<file path="config.mk">
export PLATFORM = sky130hd
export DESIGN_NAME = cpm_core_power
export DESIGN_NICKNAME = d
export VERILOG_FILES = /design/src/cpm_pkg.sv /design/src/cpm_core_power.sv
export SDC_FILE = /design/constraint.sdc
export NUM_CORES = 1
export LEC_CHECK = 0
export BUFFER_PORTS_ARGS = -buffer_cell sky130_fd_sc_hd__clkbuf_2
export CAP_MARGIN = 15
export CORE_ASPECT_RATIO = 1.1
export CORE_MARGIN = 2
export CORE_UTILIZATION = 51
export DETAILED_ROUTE_END_ITERATION = 12
export PLACE_DENSITY_LB_ADDON = 0.15
export SLEW_MARGIN = 20
export SYNTH_ARGS = -nofsm -noshare
export SYNTH_HDL_FRONTEND = slang
export SYNTH_SLANG_ARGS = --single-unit
</file>
<file path="constraint.sdc">
create_clock -name i_clk -period 3 [get_ports i_clk]
set_input_delay 0.9 -clock i_clk [delete_from_list [all_inputs] [get_ports i_clk]]
set_output_delay 0.9 -clock i_clk [all_outputs]
set_load 0.01 [all_outputs]
</file>
<file path="src/cpm_pkg.sv">
// cpm_pkg: shared types and constants for the core power mode controller.
// assumes one clock domain and a synchronous active-high reset.
package cpm_pkg;

    // ------------------------------------------------------------
    // power modes
    // ------------------------------------------------------------
    typedef enum logic [2:0] {
        CPM_ON,
        CPM_FUNCTIONAL_RETENTION,
        CPM_FULL_RETENTION,
        CPM_OFF,
        CPM_EMU_OFF,
        CPM_DEBUG_RECOVERY,
        CPM_WARM_RST
    } cpm_mode_t;

    localparam int        CPM_TMR_W     = 8;
    localparam logic [7:0] CPM_TMR_RST  = 8'h10;
    localparam logic [3:0] CPM_CLEAN_CYC = 4'h4;

    // ------------------------------------------------------------
    // carriers
    // ------------------------------------------------------------
    typedef struct packed {
        logic                 req;
        cpm_mode_t            mode;
    } cpm_req_t;

    typedef struct packed {
        logic                 ret_en;      // functional retention enable
        logic [CPM_TMR_W-1:0] ret_len;     // retention timer length
        logic                 rst_req_bit; // reset management request bit
    } cpm_cfg_t;

    typedef struct packed {
        logic in_wait;       // core in interrupt/event wait state
        logic wake_evt;      // architectural wait wakeup
        logic tmp_clk;       // snoop, maintenance, debug or ctrl access
        logic vec_idle;
        logic vec_pending;   // vector instruction waiting
        logic peer_vec_req;  // sharing core wants functional retention
        logic peer_off;      // other core of the complex is off
        logic wfi_exec;      // wait-for-interrupt executing
        logic bridge_warm;   // warm reset from cpu bridge
        logic dbg_acc;       // debug or utility bus access
    } cpm_core_t;

    typedef enum logic [1:0] {
        CPM_PH_IDLE,
        CPM_PH_CLEAN,
        CPM_PH_ACK
    } cpm_phase_t;

    typedef struct packed {
        cpm_mode_t            mode;
        cpm_mode_t            target;
        cpm_phase_t           phase;
        logic [3:0]           cnt;
        logic [CPM_TMR_W-1:0] tmr;
        logic                 accept;
        logic                 vec_off;
        logic                 vec_req;
        logic                 clean_l1;
        logic                 clean_l2;
        logic                 coherent;
        logic                 inval;
        logic                 warm_rst;
        logic                 pwr_on;
        logic                 clk_en;
        logic                 dbg_err;
        logic                 dbg_live;
        logic                 warm_req;
        logic                 from_off;
    } cpm_state_t;

endpackage

</file>
<file path="src/cpm_core_power.sv">
// cpm_core_power: per-core power mode controller.
// assumes the policy controller holds a request until it is accepted.
`timescale 1ns/1ps
`default_nettype none

// Notes on behaviour
// only seven defined power modes exist
// full retention only from wait state
// vector off when idle and timer expired
// retention enable and timer length programmable
// pending vector instruction wakes vector unit
// shared vector retention needs all cores
// full retention needs timer, wait, no clock
// wakeup or temporary clock leaves full retention
// off cleans caches, leaves coherency, powers down
// single core off keeps l2 uncleaned
// access to off core gets error
// emulated off keeps power and debug
// emulated off: no gating, warm reset only
// on completion caches coherent and accessible
// off to on invalidates caches
// debug recovery keeps caches and error state
// debug recovery from any mode, warm reset
// debug recovery accepted without draining
// warm reset keeps debug, trace, monitor, errors
// bridge warm reset signal applies warm reset
// reset request bit plus interrupt wait requests reset
// controller avoids debug recovery in normal use
// request held until accept after entry actions
module cpm_core_power (
    input  wire logic             i_clk,
    input  wire logic             i_srst,
    input  wire cpm_pkg::cpm_req_t  i_req,
    input  wire cpm_pkg::cpm_cfg_t  i_cfg,
    input  wire cpm_pkg::cpm_core_t i_core,
    output var  logic             o_accept,
    output var  cpm_pkg::cpm_mode_t o_mode,
    output var  logic             o_vec_off,
    output var  logic             o_vec_ret_req,
    output var  logic             o_clean_l1,
    output var  logic             o_clean_l2,
    output var  logic             o_coherent,
    output var  logic             o_inval,
    output var  logic             o_warm_rst,
    output var  logic             o_pwr_on,
    output var  logic             o_clk_en,
    output var  logic             o_dbg_err,
    output var  logic             o_dbg_live,
    output var  logic             o_warm_req
);
    import cpm_pkg::*;

    cpm_state_t s_reg;
    cpm_state_t s_next;
    logic       legal;
    logic       tmr_done;

    always_comb begin
        legal    = (i_req.mode <= CPM_WARM_RST);
        tmr_done = (s_reg.tmr == '0);
    end

    // ------------------------------------------------------------
    // next state
    // ------------------------------------------------------------
    always_comb begin
        s_next          = s_reg;
        s_next.accept   = 1'b0;
        s_next.inval    = 1'b0;
        s_next.warm_req = 1'b0;
        s_next.dbg_err  = 1'b0;

        // retention timer restarts on any activity
        if (!i_core.in_wait || i_core.tmp_clk || i_core.wake_evt
            || !i_core.vec_idle) begin
            s_next.tmr = i_cfg.ret_len;
        end else if (!tmr_done) begin
            s_next.tmr = s_reg.tmr - 1'b1;
        end

        // functional retention of the vector unit
        s_next.vec_req = i_cfg.ret_en && i_core.vec_idle && tmr_done
                         && !i_core.vec_pending;
        if (i_core.vec_pending || !i_cfg.ret_en) begin
            s_next.vec_off = 1'b0;
        end else if (s_reg.vec_req && i_core.peer_vec_req
                     && s_reg.mode == CPM_FUNCTIONAL_RETENTION) begin
            s_next.vec_off = 1'b1;
        end

        // leave full retention on wakeup or temporary clock
        if (s_reg.mode == CPM_FULL_RETENTION
            && (i_core.wake_evt || i_core.tmp_clk)) begin
            s_next.mode   = CPM_ON;
            s_next.clk_en = 1'b1;
        end

        s_next.dbg_err = i_core.dbg_acc && s_reg.mode == CPM_OFF;
        s_next.warm_req = i_cfg.rst_req_bit && i_core.wfi_exec;

        // bridge warm reset: trace and monitor state live outside this block;
        // dbg_live and dbg_err are kept here but the warm reset never touches them
        s_next.warm_rst = i_core.bridge_warm
                          || s_reg.mode == CPM_DEBUG_RECOVERY
                          || s_reg.mode == CPM_EMU_OFF;

        case (s_reg.phase)
            CPM_PH_IDLE: begin
                if (i_req.req && legal && !s_reg.accept) begin
                    s_next.target = i_req.mode;
                    s_next.cnt    = '0;
                    case (i_req.mode)
                        CPM_DEBUG_RECOVERY: begin
                            // no drain: taken the same cycle
                            s_next.mode     = CPM_DEBUG_RECOVERY;
                            s_next.warm_rst = 1'b1;
                            s_next.pwr_on   = 1'b1;
                            s_next.clk_en   = 1'b1;
                            s_next.from_off = 1'b0;
                            s_next.phase    = CPM_PH_ACK;
                        end
                        CPM_OFF, CPM_EMU_OFF: begin
                            s_next.clean_l1 = 1'b1;
                            s_next.clean_l2 = !i_core.peer_off ? 1'b0
                                                               : 1'b1;
                            s_next.phase    = CPM_PH_CLEAN;
                        end
                        CPM_FULL_RETENTION: begin
                            if (i_core.in_wait && tmr_done
                                && !i_core.tmp_clk) begin
                                s_next.mode   = CPM_FULL_RETENTION;
                                s_next.clk_en = 1'b0;
                                s_next.phase  = CPM_PH_ACK;
                            end
                        end
                        CPM_ON: begin
                            s_next.inval    = s_reg.from_off;
                            s_next.from_off = 1'b0;
                            s_next.pwr_on   = 1'b1;
                            s_next.clk_en   = 1'b1;
                            s_next.warm_rst = i_core.bridge_warm;
                            s_next.coherent = 1'b1;
                            s_next.mode     = CPM_ON;
                            s_next.phase    = CPM_PH_ACK;
                        end
                        CPM_FUNCTIONAL_RETENTION: begin
                            s_next.mode  = CPM_FUNCTIONAL_RETENTION;
                            s_next.phase = CPM_PH_ACK;
                        end
                        CPM_WARM_RST: begin
                            s_next.mode     = CPM_WARM_RST;
                            s_next.warm_rst = 1'b1;
                            s_next.phase    = CPM_PH_ACK;
                        end
                        default: begin
                            s_next.phase = CPM_PH_IDLE;
                        end
                    endcase
                end
            end
            CPM_PH_CLEAN: begin
                // fixed clean time stands in for cache flush handshake
                if (s_reg.cnt == CPM_CLEAN_CYC) begin
                    s_next.clean_l1 = 1'b0;
                    s_next.clean_l2 = 1'b0;
                    s_next.coherent = 1'b0;
                    s_next.mode     = s_reg.target;
                    if (s_reg.target == CPM_OFF) begin
                        s_next.pwr_on   = 1'b0;
                        s_next.clk_en   = 1'b0;
                        s_next.from_off = 1'b1;
                        s_next.dbg_live = 1'b0;
                    end else begin
                        s_next.pwr_on   = 1'b1;
                        s_next.clk_en   = 1'b1;
                        s_next.warm_rst = 1'b1;
                        s_next.dbg_live = 1'b1;
                    end
                    s_next.phase = CPM_PH_ACK;
                end else begin
                    s_next.cnt = s_reg.cnt + 4'h1;
                end
            end
            CPM_PH_ACK: begin
                s_next.accept = 1'b1;
                if (s_reg.target != CPM_EMU_OFF) begin
                    s_next.dbg_live = s_reg.target != CPM_OFF;
                end
                s_next.phase  = CPM_PH_IDLE;
            end
            default: begin
                s_next.phase = CPM_PH_IDLE;
            end
        endcase

        if (i_srst) begin
            s_next          = '0;
            s_next.mode     = CPM_ON;
            s_next.target   = CPM_ON;
            s_next.phase    = CPM_PH_IDLE;
            s_next.tmr      = CPM_TMR_RST;
            s_next.coherent = 1'b1;
            s_next.pwr_on   = 1'b1;
            s_next.clk_en   = 1'b1;
            s_next.dbg_live = 1'b1;
        end
    end

    always_ff @(posedge i_clk) begin
        s_reg <= s_next;
    end

    // ------------------------------------------------------------
    // outputs
    // ------------------------------------------------------------
    always_comb begin
        o_accept      = s_reg.accept;
        o_mode        = s_reg.mode;
        o_vec_off     = s_reg.vec_off;
        o_vec_ret_req = s_reg.vec_req;
        o_clean_l1    = s_reg.clean_l1;
        o_clean_l2    = s_reg.clean_l2;
        o_coherent    = s_reg.coherent;
        o_inval       = s_reg.inval;
        o_warm_rst    = s_reg.warm_rst;
        o_pwr_on      = s_reg.pwr_on;
        o_clk_en      = s_reg.clk_en;
        o_dbg_err     = s_reg.dbg_err;
        o_dbg_live    = s_reg.dbg_live;
        o_warm_req    = s_reg.warm_req;
    end

endmodule

`default_nettype wire

</file>
## After elaboration in Yosys (flattened, before gate mapping)

Cells that the tools add are included.

- Mux-type cells: 39
- Bitwise operators: 3
- Equal/unequal tests: 27
- Add/sub/neg operators: 2
- $lt $le $gt $ge: 1
- Reduce and logical (&&, ||, !) cells: 44

Operator list:

| kind | number |
|---|---|
| 3-bit one-hot mux with 2 select lines | 3 |
| 8-bit 2-to-1 mux | 2 |
| 3-bit by 2-bit equality test with 1-bit output, second input constant | 5 |
| 3-bit equality test, second input constant | 5 |
| 3-bit 2-to-1 mux | 5 |
| 3-bit one-hot mux with 5 select lines | 1 |
| 1-bit 2-to-1 mux | 13 |
| 1-bit logical AND | 12 |
| 12-bit 2-to-1 mux | 1 |
| 2-bit != test, second input constant | 6 |
| 4-bit AND reduction | 3 |
| 2-bit 2-to-1 mux | 5 |
| 3-bit AND reduction | 3 |
| 8-bit zero test | 1 |
| 1-bit one-hot mux with 2 select lines | 4 |
| 4-bit one-hot mux with 2 select lines | 1 |
| 2-bit OR reduction | 4 |
| 4-bit OR reduction | 2 |
| 8-bit by 1-bit subtractor with 8-bit output, second input constant | 1 |
| 1-bit logical OR | 7 |
| 7-bit 2-to-1 mux | 1 |
| 3-bit by 1-bit equality test with 1-bit output, second input constant | 2 |
| 1-bit zero test | 6 |
| 2-bit by 1-bit != test with 1-bit output, second input constant | 3 |
| other kinds (16) | 20 |

- Output and inout bits: 16
- Word-level logic and storage cells: 135
- Register bits after elaboration: 34

## Logic depth before layout (Yosys ltp)

- Word-level depth: 7
- Mapped depth: 7
- Gate-level depth less buffers: 6

## Worst setup path before layout

OpenSTA, ideal clock, no wires.

- Path type: input to register
- From: input i_req[1] (netlist name)
- To: register s_reg (netlist bit o_coherent)
- Buffers on the path: 2
- Setup slack: 936 ps
- Data required time: 2878 ps
- Arrival time: 1942 ps
- Setup time: 122 ps
- Stages on the path: 6
- Cell sequence: clkbuf_1 and3_1 clkbuf_1 o22ai_2 o21ai_1 a221o_1

- Longest elaborated chain between the ends: 5
- Elaborated cells on any way between the ends: 7
- Classes of those cells: order compare (1); eq/ne (2); reduce/logical (4)

Ends and longest elaborated chain:

| element | RTL line | text |
|---|---|---|
| start: declaration | cpm_core_power.sv:33 | `input wire cpm_pkg::cpm_req_t i_req,` |
| 3-bit less-or-equal comparator | cpm_core_power.sv:59 | `legal = (i_req.mode <= CPM_WARM_RST);` |
| 1-bit logical AND (2 in series) | cpm_core_power.sv:109 | `if (i_req.req && legal && !s_reg.accept) begin` |
| 2-bit != test (no source line) | -- |  |
| 4-bit AND reduction (no source line) (*) | -- |  |
| end signal: assignment | cpm_core_power.sv:210 | `s_reg <= s_next;` |
| end: declaration | cpm_core_power.sv:53 | `cpm_state_t s_reg;` |

Every way passes the cells marked *; elsewhere a longest branch is shown, timed or not.
A chain may end at the register's enable or synchronous reset.

## Worst setup path after layout

- From: register s_reg (netlist bit o_mode[2])
- To: output o_mode[2]

RTL lines:

| element | RTL line | text |
|---|---|---|
| end: declaration | cpm_core_power.sv:37 | `output var cpm_pkg::cpm_mode_t o_mode,` |

No word-level cell between the ends.

==> out/summary.txt <==
Status: finished clean
Boundary pin count: 42
Final Setup Violations: 0
CORE AREA: 0.003655 sq mm
Syn Nets: 271
CP Class: reg2out
Slew headroom: 50.78%
Routed wire length: 4.608 mm
Syn avg cell area: 8.135 sq um
Cell at the slowest stage of the critical path: dfxtp_1
Gate count after technology mapping: 241
Worst-skew pair later-pin latency: 290 ps
Drt wl/cell: 14.40 microns
Grt ovf: 0
Nets: 299
Layout Area Growth over Synthesis: 14.17%
Flops & latches, synth: 34
Slew Viols, Final: 0
Clk Tree Root Cell: clkbuf_8
Post-synth top area share: 34.72%
# fillers: 376
Layout cells sized above 1: 21.11%
Die height: 69.03 microns
Buffers on Ports: 41
CTS H-tree depth: 2
Postcts setup bufs: 0
Seq/Total Area, Yosys: 34.72%
Final Worst Setup Slack: 1036 ps
Pin slew with the least headroom to its limit: 738.4 ps
Cell Rows: 23
HP Class: reg2reg
Drt pass-1 iters: 4
Peak supply drop: 0.0002345 V
Cts repair resizes: 0
Final hold vios: 0
CTS Buf Count: 5
DRT iter0 DRCs: 196
Post-Syn Area: 0.001961 sq mm
Fin crit share: 65.48%
Min Tclk post-route: 1964 ps
Crit path required time: 2100 ps
Area contributors post-synth: dfxtp_1 35%, a21oi_1 4.6%, nor3_1 4.1%
DRC Markers: 0
Crit start category: flop
First-pass GRT wire length: 7.741 mm
Setup TNS: 0 ps
CP max FO: 11
GPL Wtd Cong: 0.8662
Clock Tree Buf Depth: 2
Placed cell area: 0.002132 sq mm
Die ar.: 0.004357 sq mm
Max reg flops: 18
DRT antenna net count: 0
MaxCap Viol Count: 0
Antenna Cells: 0
Worst path bufs/invs: 1
Number of global-route vias before repair: 1695
Synth Warn #: 0
Clk sinks: 34
Post-synthesis cell type count: 57
Pre-CTS setup slack: 764.9 ps
Top post-synthesis cells by count: 34 x dfxtp_1, 21 x nor2_1, 20 x nand2_1, 18 x a21oi_1, 16 x nor3_1
Worst path depth: 1
Initial antenna violation count: 0
Largest net degree at the start of global routing: 37
Prevailing post-synth register cell: dfxtp_1
Detailed Place HPWL: 3.310 mm
Vias: 1874
Worst reg2reg setup slack: 1090 ps
Start of the worst register-to-register path: s_reg[26]$_SDFFE_PP0P_
Gr usage total: 22.29%
Die X-Extent: 63.12 microns
Crit path max-delay family: flip-flops
CTS tree: done
RSZ-0062 raised after global routing: no
Ys async rst share: 0%
Power Density: 479.9 mW/mm^2
Initial core utilization: 53.65%
Number of synthesized flops with an enable pin: 0
Worst reg2reg endpoint: o_coherent$_SDFFE_PP1P_
Final instance area: 0.002238 sq mm
Slowest stage delay, CP: 570 ps
Worst endpoint data arrival time: 1060 ps
Hold Buf Count CTS: 0
Count leader, synth: dfxtp_1
Reg clk slew, reported paths: 70 ps
Crit path launch: o_mode[2]$_SDFF_PP0_
Yosys top cell by area: dfxtp_1
Critical Path Sink: o_mode[2]
DR vias/cell: 5.856
Worst r2r path cells: 4
Setup Skew: 9.561 ps
CP Cell Sequence: clkbuf_2
Element type at the critical path end: output pin
Highest Clock Rate: 509.1 MHz
Lkg Pwr: 0.8871 nW
## layer usage
metal / vias up / GRT usage (%) / routed length [microns]
met2: 61 / 36.17 / 2210
met3: 16 / 4.731 / 289
met5: - / 0 / 0
met4: 0 / 9.877 / 135
li1: 941 / - / -
met1: 856 / 28.25 / 1972
## where the power goes
part | switching [mW] | internal, mW
combinational | 0.0929 | 0.0714
clock | 0.167 | 0.249
sequential | 0.0246 | 0.470
total | 0.284 | 0.790
## layout make-up
class                   instances  area [sq um]  share of cell area (%)
clock buffers                   7         76.32                   3.410
clock inverters                 1         30.03                   1.342
well taps                      50         62.56                   2.795
repair buffers                 41         205.2                   9.167
multi-input cells             180          1157                   51.70
inverters                       7         26.28                   1.174
flip-flops and latches         34         680.7                   30.41
## cell families (layout without fill, tap and decap cells)
logic type / count (synthesis) / count (layout) / share of synthesized area, %
buffers and inverters: 27 / 56 / 6.254
muxes: 1 / 1 / 0.5106
DFF: 34 / 34 / 34.72
xor gates and xnor gates: 7 / 7 / 3.127
and+or+nand+nor: 103 / 103 / 29.48
adders and majority gates: 4 / 4 / 2.553
AOI/OAI and AO/OA: 65 / 65 / 23.36
## worst min-delay path by stage
stage,from,to,cells after the start
floorplan,s_reg[0]$_SDFFE_PP0P_,s_reg[0]$_SDFFE_PP0P_,2
global placement,s_reg[0]$_SDFFE_PP0P_,s_reg[0]$_SDFFE_PP0P_,2
detailed placement,s_reg[0]$_SDFFE_PP0P_,s_reg[0]$_SDFFE_PP0P_,2
CTS,s_reg[0]$_SDFFE_PP0P_,s_reg[0]$_SDFFE_PP0P_,2
global route,o_clean_l1$_SDFFE_PP0P_,o_clean_l1$_SDFFE_PP0P_,2
finish,o_clean_l1$_SDFFE_PP0P_,o_clean_l1$_SDFFE_PP0P_,2
## placed cells by master, fill, tap and decap left out, types with 2 or more instances in the layout
cell type,n
nor3_1,16
o32ai_1,2
nor4bb_1,2
and3_1,2
a21oi_1,18
inv_1,7
o211ai_1,3
clkbuf_2,41
xor2_1,5
nor2_1,21
nor3b_1,3
a31oi_1,2
clkbuf_1,2
o21ai_0,7
clkbuf_8,5
nor4b_2,2
a211o_1,2
ha_1,4
nor4_1,2
a22oi_1,3
nor2b_1,4
o21bai_1,2
o21ai_1,2
o22ai_1,3
xnor2_1,2
o31ai_1,3
and3b_1,2
dfxtp_1,34
nor4b_1,3
o221a_2,2
nand3_1,11
nand2b_1,6
nand2_1,20
a211oi_1,5
## through the flow
step	hold WS, ps	utilization (%)	instances	total power, mW
2_1_floorplan	445.6	-	241	0.6242
3_3_place_gp	461.2	58.34	312	0.6657
3_5_place_dp	469.0	58.34	312	0.6672
4_1_cts	480.7	61.25	320	1.084
5_1_grt	500.5	61.25	320	1.124
6_report	474.6	61.25	320	1.074
No activity file was read; power rests on OpenSTA's default activity.
